<file path="src/verilog/sbm_pkg.sv">
// Purpose: shared constants and types for the system bus master port and its bus partner
// Assumes: one clock, sys_clk at 100 MHz; all bus lines active low on the wire
// Notes:   bus timing figures are held in ns and turned into cycle counts here
package sbm_pkg;
    localparam int ADDR_W          = 20;     // address lines, top line is the msb
    localparam int DATA_W          = 8;      // data lines, line 7 is the msb
    localparam int INT_W           = 8;      // interrupt lines, line 0 highest priority
    localparam int CLK_PERIOD_NS   = 10;     // sys_clk period
    localparam int ADDR_SETUP_R_NS = 286;    // address setup before read command
    localparam int ADDR_SETUP_W_NS = 786;    // address setup before write command
    localparam int ADDR_HOLD_NS    = 147;    // address hold after command
    localparam int ADDR_SETUP_R_CYC = (ADDR_SETUP_R_NS + CLK_PERIOD_NS - 1) / CLK_PERIOD_NS;
    localparam int ADDR_SETUP_W_CYC = (ADDR_SETUP_W_NS + CLK_PERIOD_NS - 1) / CLK_PERIOD_NS;
    localparam int ADDR_HOLD_CYC    = (ADDR_HOLD_NS + CLK_PERIOD_NS - 1) / CLK_PERIOD_NS;
    localparam int CNT_W           = 8;      // width of phase counters
    localparam logic [CNT_W-1:0] ACK_DELAY_DEF = 8'h03; // partner acknowledge latency

    // transfer kinds; encoded as {io, write}
    typedef enum logic [1:0] {
        SBM_MEM_RD = 2'h0,
        SBM_MEM_WR = 2'h1,
        SBM_IO_RD  = 2'h2,
        SBM_IO_WR  = 2'h3
    } sbm_kind_t;

    // master states, Gray coded along the usual path
    typedef enum logic [2:0] {
        SBM_IDLE  = 3'h0,
        SBM_ARB   = 3'h1,
        SBM_SETUP = 3'h3,
        SBM_CMD   = 3'h2,
        SBM_HOLD  = 3'h6
    } sbm_state_t;
endpackage : sbm_pkg

</file>
<file path="src/verilog/sbm_bus_if.sv">
// Purpose: the shared parallel system bus between the master port and its partner
// Assumes: every line is active low on the wire; drivers give output and enable
// Notes:   wire levels are resolved by the testbench from the enables
`timescale 1ns/1ps
interface sbm_bus_if;
    import sbm_pkg::*;
    logic              init_n;       // bus initialise, driven by partner
    logic              prio_in_n;    // priority in of the master
    logic              prio_out_n;   // priority out of the master
    logic              req_n;        // parallel bus request
    logic              busy_n_o;     // busy wire level
    logic              busy_oe_m;    // master pulls busy low
    logic              busy_oe_p;    // partner pulls busy low
    logic              cbrq_n_o;     // common request wire level
    logic              cbrq_oe_m;    // master pulls common request low
    logic [ADDR_W-1:0] addr_n;       // address lines
    logic              addr_oe;      // master drives address
    logic [DATA_W-1:0] data_n;       // resolved data wire level
    logic [DATA_W-1:0] data_m_n;     // master data drive
    logic              data_oe_m;    // master drives data
    logic [DATA_W-1:0] data_p_n;     // partner data drive
    logic              data_oe_p;    // partner drives data
    logic              mrd_n;        // memory read command
    logic              mwr_n;        // memory write command
    logic              iord_n;       // io read command
    logic              iowr_n;       // io write command
    logic              ack_n;        // transfer acknowledge
    logic [INT_W-1:0]  int_n;        // interrupt request lines
    logic [INT_W-1:0]  int_oe;       // master pulls interrupt lines low

    modport master (
        input  init_n, prio_in_n, busy_n_o, cbrq_n_o, data_n, ack_n,
        output prio_out_n, req_n, busy_oe_m, cbrq_oe_m, addr_n, addr_oe,
        output data_m_n, data_oe_m, mrd_n, mwr_n, iord_n, iowr_n, int_oe
    );
    modport partner (
        input  prio_out_n, req_n, busy_n_o, cbrq_n_o, addr_n, addr_oe, data_n,
        input  mrd_n, mwr_n, iord_n, iowr_n, int_n,
        output init_n, prio_in_n, busy_oe_p, data_p_n, data_oe_p, ack_n
    );
endinterface : sbm_bus_if

</file>
<file path="src/verilog/sbm_master.sv">
// Purpose: master end of the system bus: arbitration, commands, interrupt drive
// Assumes: bus inputs synchronous to sys_clk, which stands in for the bus clock
// Notes:   one transfer per user request; holds the bus while usr_more and usr_req are both high at the end of the hold
`timescale 1ns/1ps
module sbm_master
    import sbm_pkg::*;
#(
    parameter bit CBRQ_EN = 1'b1                         // use common bus request
) (
    input  wire logic              sys_clk,           // 100 MHz clock
    input  wire logic              rst_n,             // synchronous reset, active low
    sbm_bus_if.master              bus,               // system bus
    input  wire logic              usr_req,           // start a transfer (level, taken when usr_ready)
    input  wire sbm_kind_t         usr_kind,          // transfer kind
    input  wire logic [ADDR_W-1:0] usr_addr,          // transfer address
    input  wire logic [DATA_W-1:0] usr_wdata,         // write data
    input  wire logic              usr_more,          // keep the bus for another transfer
    input  wire logic [INT_W-1:0]  usr_int,           // interrupt requests to raise
    output logic                   usr_ready,         // ready to take a request
    output logic                   usr_done,          // one-cycle pulse at transfer end
    output logic [DATA_W-1:0]      usr_rdata,         // read data, valid with usr_done
    output logic                   usr_owner          // bus is owned
);
    sbm_state_t        st_q, st_d;
    logic [CNT_W-1:0]  cnt_q, cnt_d;
    sbm_kind_t         kind_q, kind_d;
    logic [ADDR_W-1:0] addr_q, addr_d;
    logic [DATA_W-1:0] wdat_q, wdat_d, rdat_q, rdat_d;
    logic              want_q, want_d, own_q, own_d, cmd_q, cmd_d;
    logic              done_q, done_d, rdy_q, rdy_d, prio_q, prio_d;
    logic              req_q, req_d, cbrq_q, cbrq_d;
    logic [INT_W-1:0]  int_q, int_d;
    logic [3:0]        strb_n_q, strb_n_d;                // command strobes {mrd, mwr, iord, iowr}, active low
    logic              reset_all;

    // setup time before a command for the given kind
    function automatic logic [CNT_W-1:0] setup_cyc(input sbm_kind_t k);
        setup_cyc = k[0] ? CNT_W'(ADDR_SETUP_W_CYC) : CNT_W'(ADDR_SETUP_R_CYC);
    endfunction : setup_cyc

    // active-low one-hot strobe for a kind, ordered {mem rd, mem wr, io rd, io wr}
    function automatic logic [3:0] strobe_n(input sbm_kind_t k);
        strobe_n = ~(4'h8 >> k);
    endfunction : strobe_n

    assign reset_all = !rst_n || !bus.init_n;

    // next-state logic for arbitration and command sequencing
    always_comb begin
        st_d   = st_q;
        cnt_d  = cnt_q;
        kind_d = kind_q;
        addr_d = addr_q;
        wdat_d = wdat_q;
        rdat_d = rdat_q;
        want_d = want_q;
        own_d  = own_q;
        cmd_d  = cmd_q;
        done_d = 1'b0;
        rdy_d  = 1'b0;
        int_d  = usr_int;
        case (st_q)
            SBM_IDLE: begin
                rdy_d = !own_q;
                if (usr_req && rdy_q) begin
                    kind_d = usr_kind;
                    addr_d = usr_addr;
                    wdat_d = usr_wdata;
                    want_d = 1'b1;
                    rdy_d  = 1'b0;
                    st_d   = SBM_ARB;
                end
            end
            SBM_ARB: begin
                // bus taken only with priority in and a free busy line
                if (!bus.prio_in_n && bus.busy_n_o) begin
                    own_d = 1'b1;
                    cnt_d = setup_cyc(kind_q);
                    st_d  = SBM_SETUP;
                end
            end
            SBM_SETUP: begin
                if (cnt_q > 1) begin
                    cnt_d = cnt_q - 1'b1;
                end else begin
                    cmd_d = 1'b1;
                    st_d  = SBM_CMD;
                end
            end
            SBM_CMD: begin
                if (!bus.ack_n) begin
                    if (!kind_q[0]) begin
                        rdat_d = ~bus.data_n;
                    end
                    cmd_d  = 1'b0;
                    cnt_d  = CNT_W'(ADDR_HOLD_CYC);
                    done_d = 1'b1;
                    st_d   = SBM_HOLD;
                end
            end
            SBM_HOLD: begin
                if (cnt_q > 1) begin
                    cnt_d = cnt_q - 1'b1;
                end else if (usr_more && usr_req) begin
                    kind_d = usr_kind;                    // next transfer keeps busy held
                    addr_d = usr_addr;
                    wdat_d = usr_wdata;
                    cnt_d  = setup_cyc(usr_kind);
                    st_d   = SBM_SETUP;
                end else begin
                    own_d  = 1'b0;
                    want_d = 1'b0;
                    st_d   = SBM_IDLE;
                end
            end
            default: begin
                st_d = SBM_IDLE;
            end
        endcase
        // priority out blocks lower masters while wanting, passes it otherwise
        prio_d = want_d;
        req_d  = want_d;
        cbrq_d = CBRQ_EN && want_d && !own_d;
        // strobes decoded ahead of the flop so the command pins cannot glitch
        strb_n_d = cmd_d ? strobe_n(kind_d) : 4'hF;
    end

    // state registers, cleared by reset or bus initialise
    always_ff @(posedge sys_clk) begin
        if (reset_all) begin
            st_q   <= SBM_IDLE;
            cnt_q  <= '0;
            kind_q <= SBM_MEM_RD;
            addr_q <= '0;
            wdat_q <= '0;
            rdat_q <= '0;
            want_q <= 1'b0;
            own_q  <= 1'b0;
            cmd_q  <= 1'b0;
            done_q <= 1'b0;
            rdy_q  <= 1'b0;
            prio_q <= 1'b0;
            req_q  <= 1'b0;
            cbrq_q <= 1'b0;
            int_q  <= '0;
            strb_n_q <= 4'hF;
        end else begin
            st_q   <= st_d;
            cnt_q  <= cnt_d;
            kind_q <= kind_d;
            addr_q <= addr_d;
            wdat_q <= wdat_d;
            rdat_q <= rdat_d;
            want_q <= want_d;
            own_q  <= own_d;
            cmd_q  <= cmd_d;
            done_q <= done_d;
            rdy_q  <= rdy_d;
            prio_q <= prio_d;
            req_q  <= req_d;
            cbrq_q <= cbrq_d;
            int_q  <= int_d;
            strb_n_q <= strb_n_d;
        end
    end

    // bus drive: request, address and data inverted; strobes and priority out already at wire level, active low on the wire
    assign bus.prio_out_n = prio_q;
    assign bus.req_n      = !req_q;
    assign bus.busy_oe_m  = own_q;
    assign bus.cbrq_oe_m  = cbrq_q;
    assign bus.addr_n     = ~addr_q;
    assign bus.addr_oe    = own_q;
    assign bus.data_m_n   = ~wdat_q;
    assign bus.data_oe_m  = own_q && kind_q[0];
    assign bus.mrd_n      = strb_n_q[3];
    assign bus.mwr_n      = strb_n_q[2];
    assign bus.iord_n     = strb_n_q[1];
    assign bus.iowr_n     = strb_n_q[0];
    assign bus.int_oe     = int_q;

    assign usr_ready = rdy_q;
    assign usr_done  = done_q;
    assign usr_rdata = rdat_q;
    assign usr_owner = own_q;
endmodule : sbm_master

</file>
<file path="src/flat_wrapper.sv">
// flat-port wrapper written by rule: the top's interface ports become plain ports
module sbm_master_flat import sbm_pkg::*;
#(
    parameter bit CBRQ_EN = 1'b1                                                  
)
  (sys_clk, rst_n, usr_req, usr_kind, usr_addr, usr_wdata, usr_more, usr_int, usr_ready, usr_done, usr_rdata, usr_owner, bus_init_n, bus_prio_in_n, bus_busy_n_o, bus_cbrq_n_o, bus_data_n, bus_ack_n, bus_prio_out_n, bus_req_n, bus_busy_oe_m, bus_cbrq_oe_m, bus_addr_n, bus_addr_oe, bus_data_m_n, bus_data_oe_m, bus_mrd_n, bus_mwr_n, bus_iord_n, bus_iowr_n, bus_int_oe);
  sbm_bus_if bus_i ();
  input  wire logic sys_clk;
  input  wire logic rst_n;
  input  wire logic usr_req;
  input  wire sbm_kind_t usr_kind;
  input  wire logic [ADDR_W-1:0] usr_addr;
  input  wire logic [DATA_W-1:0] usr_wdata;
  input  wire logic usr_more;
  input  wire logic [INT_W-1:0] usr_int;
  output logic usr_ready;
  output logic usr_done;
  output logic [DATA_W-1:0] usr_rdata;
  output logic usr_owner;
  input wire logic [$bits(bus_i.init_n)-1:0] bus_init_n;
  input wire logic [$bits(bus_i.prio_in_n)-1:0] bus_prio_in_n;
  input wire logic [$bits(bus_i.busy_n_o)-1:0] bus_busy_n_o;
  input wire logic [$bits(bus_i.cbrq_n_o)-1:0] bus_cbrq_n_o;
  input wire logic [$bits(bus_i.data_n)-1:0] bus_data_n;
  input wire logic [$bits(bus_i.ack_n)-1:0] bus_ack_n;
  output wire logic [$bits(bus_i.prio_out_n)-1:0] bus_prio_out_n;
  output wire logic [$bits(bus_i.req_n)-1:0] bus_req_n;
  output wire logic [$bits(bus_i.busy_oe_m)-1:0] bus_busy_oe_m;
  output wire logic [$bits(bus_i.cbrq_oe_m)-1:0] bus_cbrq_oe_m;
  output wire logic [$bits(bus_i.addr_n)-1:0] bus_addr_n;
  output wire logic [$bits(bus_i.addr_oe)-1:0] bus_addr_oe;
  output wire logic [$bits(bus_i.data_m_n)-1:0] bus_data_m_n;
  output wire logic [$bits(bus_i.data_oe_m)-1:0] bus_data_oe_m;
  output wire logic [$bits(bus_i.mrd_n)-1:0] bus_mrd_n;
  output wire logic [$bits(bus_i.mwr_n)-1:0] bus_mwr_n;
  output wire logic [$bits(bus_i.iord_n)-1:0] bus_iord_n;
  output wire logic [$bits(bus_i.iowr_n)-1:0] bus_iowr_n;
  output wire logic [$bits(bus_i.int_oe)-1:0] bus_int_oe;
  assign bus_i.init_n = bus_init_n;
  assign bus_i.prio_in_n = bus_prio_in_n;
  assign bus_i.busy_n_o = bus_busy_n_o;
  assign bus_i.cbrq_n_o = bus_cbrq_n_o;
  assign bus_i.data_n = bus_data_n;
  assign bus_i.ack_n = bus_ack_n;
  assign bus_prio_out_n = bus_i.prio_out_n;
  assign bus_req_n = bus_i.req_n;
  assign bus_busy_oe_m = bus_i.busy_oe_m;
  assign bus_cbrq_oe_m = bus_i.cbrq_oe_m;
  assign bus_addr_n = bus_i.addr_n;
  assign bus_addr_oe = bus_i.addr_oe;
  assign bus_data_m_n = bus_i.data_m_n;
  assign bus_data_oe_m = bus_i.data_oe_m;
  assign bus_mrd_n = bus_i.mrd_n;
  assign bus_mwr_n = bus_i.mwr_n;
  assign bus_iord_n = bus_i.iord_n;
  assign bus_iowr_n = bus_i.iowr_n;
  assign bus_int_oe = bus_i.int_oe;
  sbm_master #(.CBRQ_EN(CBRQ_EN)) u_core (.sys_clk(sys_clk), .rst_n(rst_n), .bus(bus_i), .usr_req(usr_req), .usr_kind(usr_kind), .usr_addr(usr_addr), .usr_wdata(usr_wdata), .usr_more(usr_more), .usr_int(usr_int), .usr_ready(usr_ready), .usr_done(usr_done), .usr_rdata(usr_rdata), .usr_owner(usr_owner));
endmodule
</file>
<file path="config.mk">
export PLATFORM = sky130hd
export DESIGN_NAME = sbm_master_flat
export DESIGN_NICKNAME = d
export VERILOG_FILES = /design/src/verilog/sbm_pkg.sv /design/src/verilog/sbm_bus_if.sv /design/src/verilog/sbm_master.sv /design/src/flat_wrapper.sv
export SDC_FILE = /design/constraint.sdc
export NUM_CORES = 1
export LEC_CHECK = 0
export BUFFER_PORTS_ARGS = -buffer_cell sky130_fd_sc_hd__clkbuf_2
export CORE_MARGIN = 5
export CORE_UTILIZATION = 45
export DETAILED_ROUTE_END_ITERATION = 8
export PLACE_DENSITY = 0.75
export SYNTH_ARGS = -nofsm -noshare
export SYNTH_HDL_FRONTEND = slang
export SYNTH_SLANG_ARGS = --single-unit
</file>
<file path="constraint.sdc">
create_clock -name sys_clk -period 3.4 [get_ports sys_clk]
set_clock_uncertainty 0.15 [all_clocks]
set_input_delay 0.34 -clock sys_clk [delete_from_list [all_inputs] [get_ports sys_clk]]
set_output_delay 0.34 -clock sys_clk [all_outputs]
set_load 0.01 [all_outputs]
</file>
== Word-level counts from Yosys, hierarchy flattened ==
Index checks and enable logic that the tools add are counted.
Word-level totals
  output and inout bits: 57
  register bits: 67
  bits of input ports: 55
Cells by class
  bitwise gates (word level): 9
  reduce and logical (&&, ||, !) cells: 22
  equal/unequal tests: 12
  shifts and indexed selects: 1
  muxes and demuxes: 39
  order comparisons: 1
  add/sub/neg operators: 1
Operator list (count)
  $mux 8: 8
  $mux 20: 3
  $pmux 20 s2: 1
  $pmux 8 s4: 1
  $not 20->20: 1
  $not 8->8: 2
  $pmux 8 s2: 1
  $mux 3: 5
  $pmux 3 s5: 1
  $mux 7: 2
  $reduce_and 5->1: 2
  $mux 1: 9
  $gt 8x1->1 const B: 1
  $mux 2: 4
  $ne 2x1->1 const B: 4
  $sub 8x1->8 const B: 1
  $eq 3x2->1 const B: 2
  $logic_not 1->1: 6
  $ne 2x2->1 const B: 3
  $pmux 1 s2: 3
  $logic_and 1x1->1: 5
  $not 1->1: 5
  $not 4->4: 1
  $pmux 2 s2: 1
  other kinds (12): 13

== Depth between registers and ports, before layout ==
  depth after elaboration: 6
  gate-level depth with buffers: 9
  depth with buffers taken out: 7

== Worst setup path before layout ==
No wires, ideal clock.
  path type: register to register
  from: register u_core.cnt_q[2]
  to: register u_core.cnt_q[2]
  data required time: 3.133 ns
  setup time: 0.117 ns
  setup slack: 0.996 ns
  stages on the path, launching flop included: 7
  clock period less this slack: 2.404 ns
  path buffers: 2
  data arrival time: 2.136 ns
  cells stage by stage: dfxtp_1 or4_1 buf_2 or4_4 o211a_4 buf_6 a32o_1
Between the ends
  longest elaborated chain between the ends: 3
RTL lines
  from (decl): line sbm_master.sv:25  | logic [CNT_W-1:0] cnt_q, cnt_d;
  from (signal assigned): line sbm_master.sv:149  | cnt_q <= cnt_d;
  $sub 8x1->8 / $gt 8x1->1 (equally long branches)
  $mux 8 (tied with other cells): line sbm_master.sv:102  | if (cnt_q > 1) begin
  $pmux 8 s4 / $reduce_and 5->1 (equally long branches)
Parallel ways exist; a longest one is shown, timed or not. The select of a mux whose other input is x is not followed.
A chain may end at the register's enable or synchronous reset.

== Final worst setup path ==
  from: register u_core.cnt_q[2]
  to: register u_core.cnt_q[3]
Same word-level chain as after synthesis.

==> results.toml <==
[layout]
final_cell_mix = "110 x sky130_fd_sc_hd__clkbuf_2, 77 x sky130_fd_sc_hd__nand2_1, 67 x sky130_fd_sc_hd__dfxtp_1"
layout.cells.most_common = "sky130_fd_sc_hd__clkbuf_2"
finalNetCount = 530
num_antenna_cells = 0
area_delta_synth_final_pct = 26.8
final_layout_size_suffix_gt1_share_pct = 28.7
nFillCells = 609

[timing]
finalHoldViolCount = 0
timing.slew.headroom_pct = 41.6
period_share_pct = 75.4
tightestPinTransition_ps = 874
fin_crit_ps = 2560
max_clock_freq_ghz = 0.390
finalMaxSlewViolations = 0
total_negative_setup_slack_ps = 0
worst_setup_margin_ps = 835
setup-violations-final = 0
rsz0062_at_grt = "no"

[logic_synthesis]
post_synth_main_area_contributors = "sky130_fd_sc_hd__dfxtp_1 47%, sky130_fd_sc_hd__nand2_1 10%, sky130_fd_sc_hd__a21oi_1 6.8%"
post_synth_instance_area_mm2 = 0.00288
synthFlopType = "sky130_fd_sc_hd__dfxtp_1"
ys_seq_area_share_pct = 46.5
synth.lib_cells_used.distinct = 47
postSynthNetCount = 427
ys.warnings.count = 0
synth_edf_count = 0
cell_type_with_the_highest_aggregate_area_in_the_netlist = "sky130_fd_sc_hd__dfxtp_1"
post-synth-top-area-fraction_pct = 46.5
synth-seq-cells = 67
postSynth.asyncResetShare_pct = 0
number_of_cells_produced_by_synthesis = 370
syn_area_per_cell_um2 = 7.79

[floorplan]
die_footprint_mm2 = 0.00810
die-width_um = 90.0
floorplan.rows = 29
core-area_mm2 = 0.00628
floorplan.initialDensity_pct = 45.9
dieHeight_um = 90.0
top_level_ports = 112

[global_routing]
grt_pass1_vias = 2626
grtUsageTotal_pct = 17.2
grt_start_max_net_pins = 35
grt_overflow_total = 0
grt_pass1_wl_um = 11800
grt_antenna_before_repair = 0

[outcome]
run_status = "completed"

[critical_path]
criticalPathCategory = "reg2reg"
critical_path_arrival_ps = 2650
worst-path-max-fanout = 14
worstSetupEndpointType = "flip-flop"
data_required_time_at_the_worst_endpoint_ps = 3480
startpoint_type = "flip-flop"

[drt]
post_drt_wl_per_cell_um = 12.8
violation_count_after_the_first_detailed_route_iteration = 109
postRouteWirelength_um = 7110
route.vias.total = 2833
drc_errors = 0
ant_nets = 0
first_pass_iteration_count_of_the_detailed_router = 4
avgViaCountPerCell = 5.10

[place]
routabilityCongestion = 0.857
io_port_bufs = 110
preCtsSetupSlack_ps = 849
hpwl_um = 5230

[clock_network]
cts-root-to-sink-buffers = 2
cts.root.buffer_cell = "sky130_fd_sc_hd__clkbuf_8"
number_of_buffers_added_for_setup_after_cts = 0
tritoncts = "done"
clk_pin_slew_ps = 80
cts_hold_buf = 0
htree_num_levels = 3
cts_buffers = 9
clkSinkCount = 67
cts-resized-gates = 0
clock_latency_ps = 330

[min_path]
hold_class = "in2reg"

[pwr]
total_power_mw = 1.56
cell_pwr_density_mw_per_mm2 = 427
total_leakage_power_nw = 1.52
maximum_vdd_drop_v = 0.000247

[run]
cap_violations = 0
[cell families (layout without fill, tap and decap cells)]
| kind of cell | Yosys count | count (layout) | share of synthesized area (%) |
|---|---|---|---|
| AOI/OAI and AO/OA | 93 | 93 | 19.9 |
| DFF | 67 | 67 | 46.5 |
| and+or+nand+nor | 150 | 150 | 24.4 |
| buffers and inverters | 58 | 166 | 8.29 |
| adders and majority gates | 2 | 2 | 0.868 |
[worst max-delay path, cell delays in order, from the launching register on]
cell and delay (ps):
sky130_fd_sc_hd__dfxtp_1 370, sky130_fd_sc_hd__or4_1 700, sky130_fd_sc_hd__or4_4 580, sky130_fd_sc_hd__o211a_4 330, sky130_fd_sc_hd__a21boi_0 140, sky130_fd_sc_hd__o21a_1 190
[cell usage after synthesis, types with 5 or more instances]
library cell,number
sky130_fd_sc_hd__clkbuf_1,15
sky130_fd_sc_hd__and3_1,11
sky130_fd_sc_hd__nor2b_1,5
sky130_fd_sc_hd__o21ai_1,9
sky130_fd_sc_hd__nor3_1,11
sky130_fd_sc_hd__dfxtp_1,67
sky130_fd_sc_hd__a31oi_1,5
sky130_fd_sc_hd__buf_2,5
sky130_fd_sc_hd__nor2_1,22
sky130_fd_sc_hd__nor3b_1,5
sky130_fd_sc_hd__a21oi_1,39
sky130_fd_sc_hd__o21ai_0,8
sky130_fd_sc_hd__inv_1,34
sky130_fd_sc_hd__a211oi_1,9
sky130_fd_sc_hd__nand2_1,77
[layer usage]
layer	part of all wire [%]	vias to the layer above	track usage (%)
met3	9.9	10	6.84
li1	-	1447	-
met5	0	-	0
met4	1.2	0	5.46
met1	43	1265	20.6
met2	46	111	28.0
[cell type report]
class	count	area, um2	share of cell area [%]
Clock buffer	10	128	3.49
Clock inverter	6	65.1	1.78
Inverter	35	131	3.59
Multi-Input combinational cell	245	1310	35.7
Sequential cell	67	1340	36.7
Tap cell	77	96.3	2.64
Timing Repair Buffer	115	588	16.1
[metrics by stage]
step	hold slack (ps)	utilization [%]	cell area, um2	std cells
after global placement	288	55.2	3460	539
after global routing	8.19	58.2	3650	555
after floorplan	282	-	2880	370
after CTS	6.59	58.2	3650	555
after detailed placement	294	55.2	3460	539
final	24.4	58.2	3650	555
[report_power, final]
group          internal (mW)  total, mW  switching (mW)  leakage (nW)
registers              0.795      0.801         0.00632         0.542
logic                 0.0477      0.110          0.0623         0.885
clock network          0.340      0.648           0.308        0.0966
[flip-flops by register name (all words and copies together), names as in the netlist]
register,cells
u_core.addr_q,20
u_core.bus.addr_oe,1
u_core.bus.cbrq_oe_m,1
u_core.bus.int_oe,8
u_core.cmd_q,1
u_core.cnt_q,8
u_core.kind_q,2
u_core.st_q,3
u_core.strb_n_q,4
u_core.usr_done,1
u_core.usr_rdata,8
u_core.usr_ready,1
u_core.want_q,1
u_core.wdat_q,8
[path summary, 6_finish.rpt]
| kind | start | endpoint | slack (ps) | cells past startpoint |
|---|---|---|---|---|
| worst max-delay path | u_core.cnt_q[2] | u_core.cnt_q[3] | 840 | 5 |
| worst min-delay path | bus_data_n[3] | u_core.usr_rdata[3] | 20 | 2 |
| worst max register to register | u_core.cnt_q[2] | u_core.cnt_q[3] | 840 | 5 |
| worst min register to register | u_core.addr_q[0] | u_core.addr_q[0] | 300 | 2 |
(Power assumes the default switching activity.)
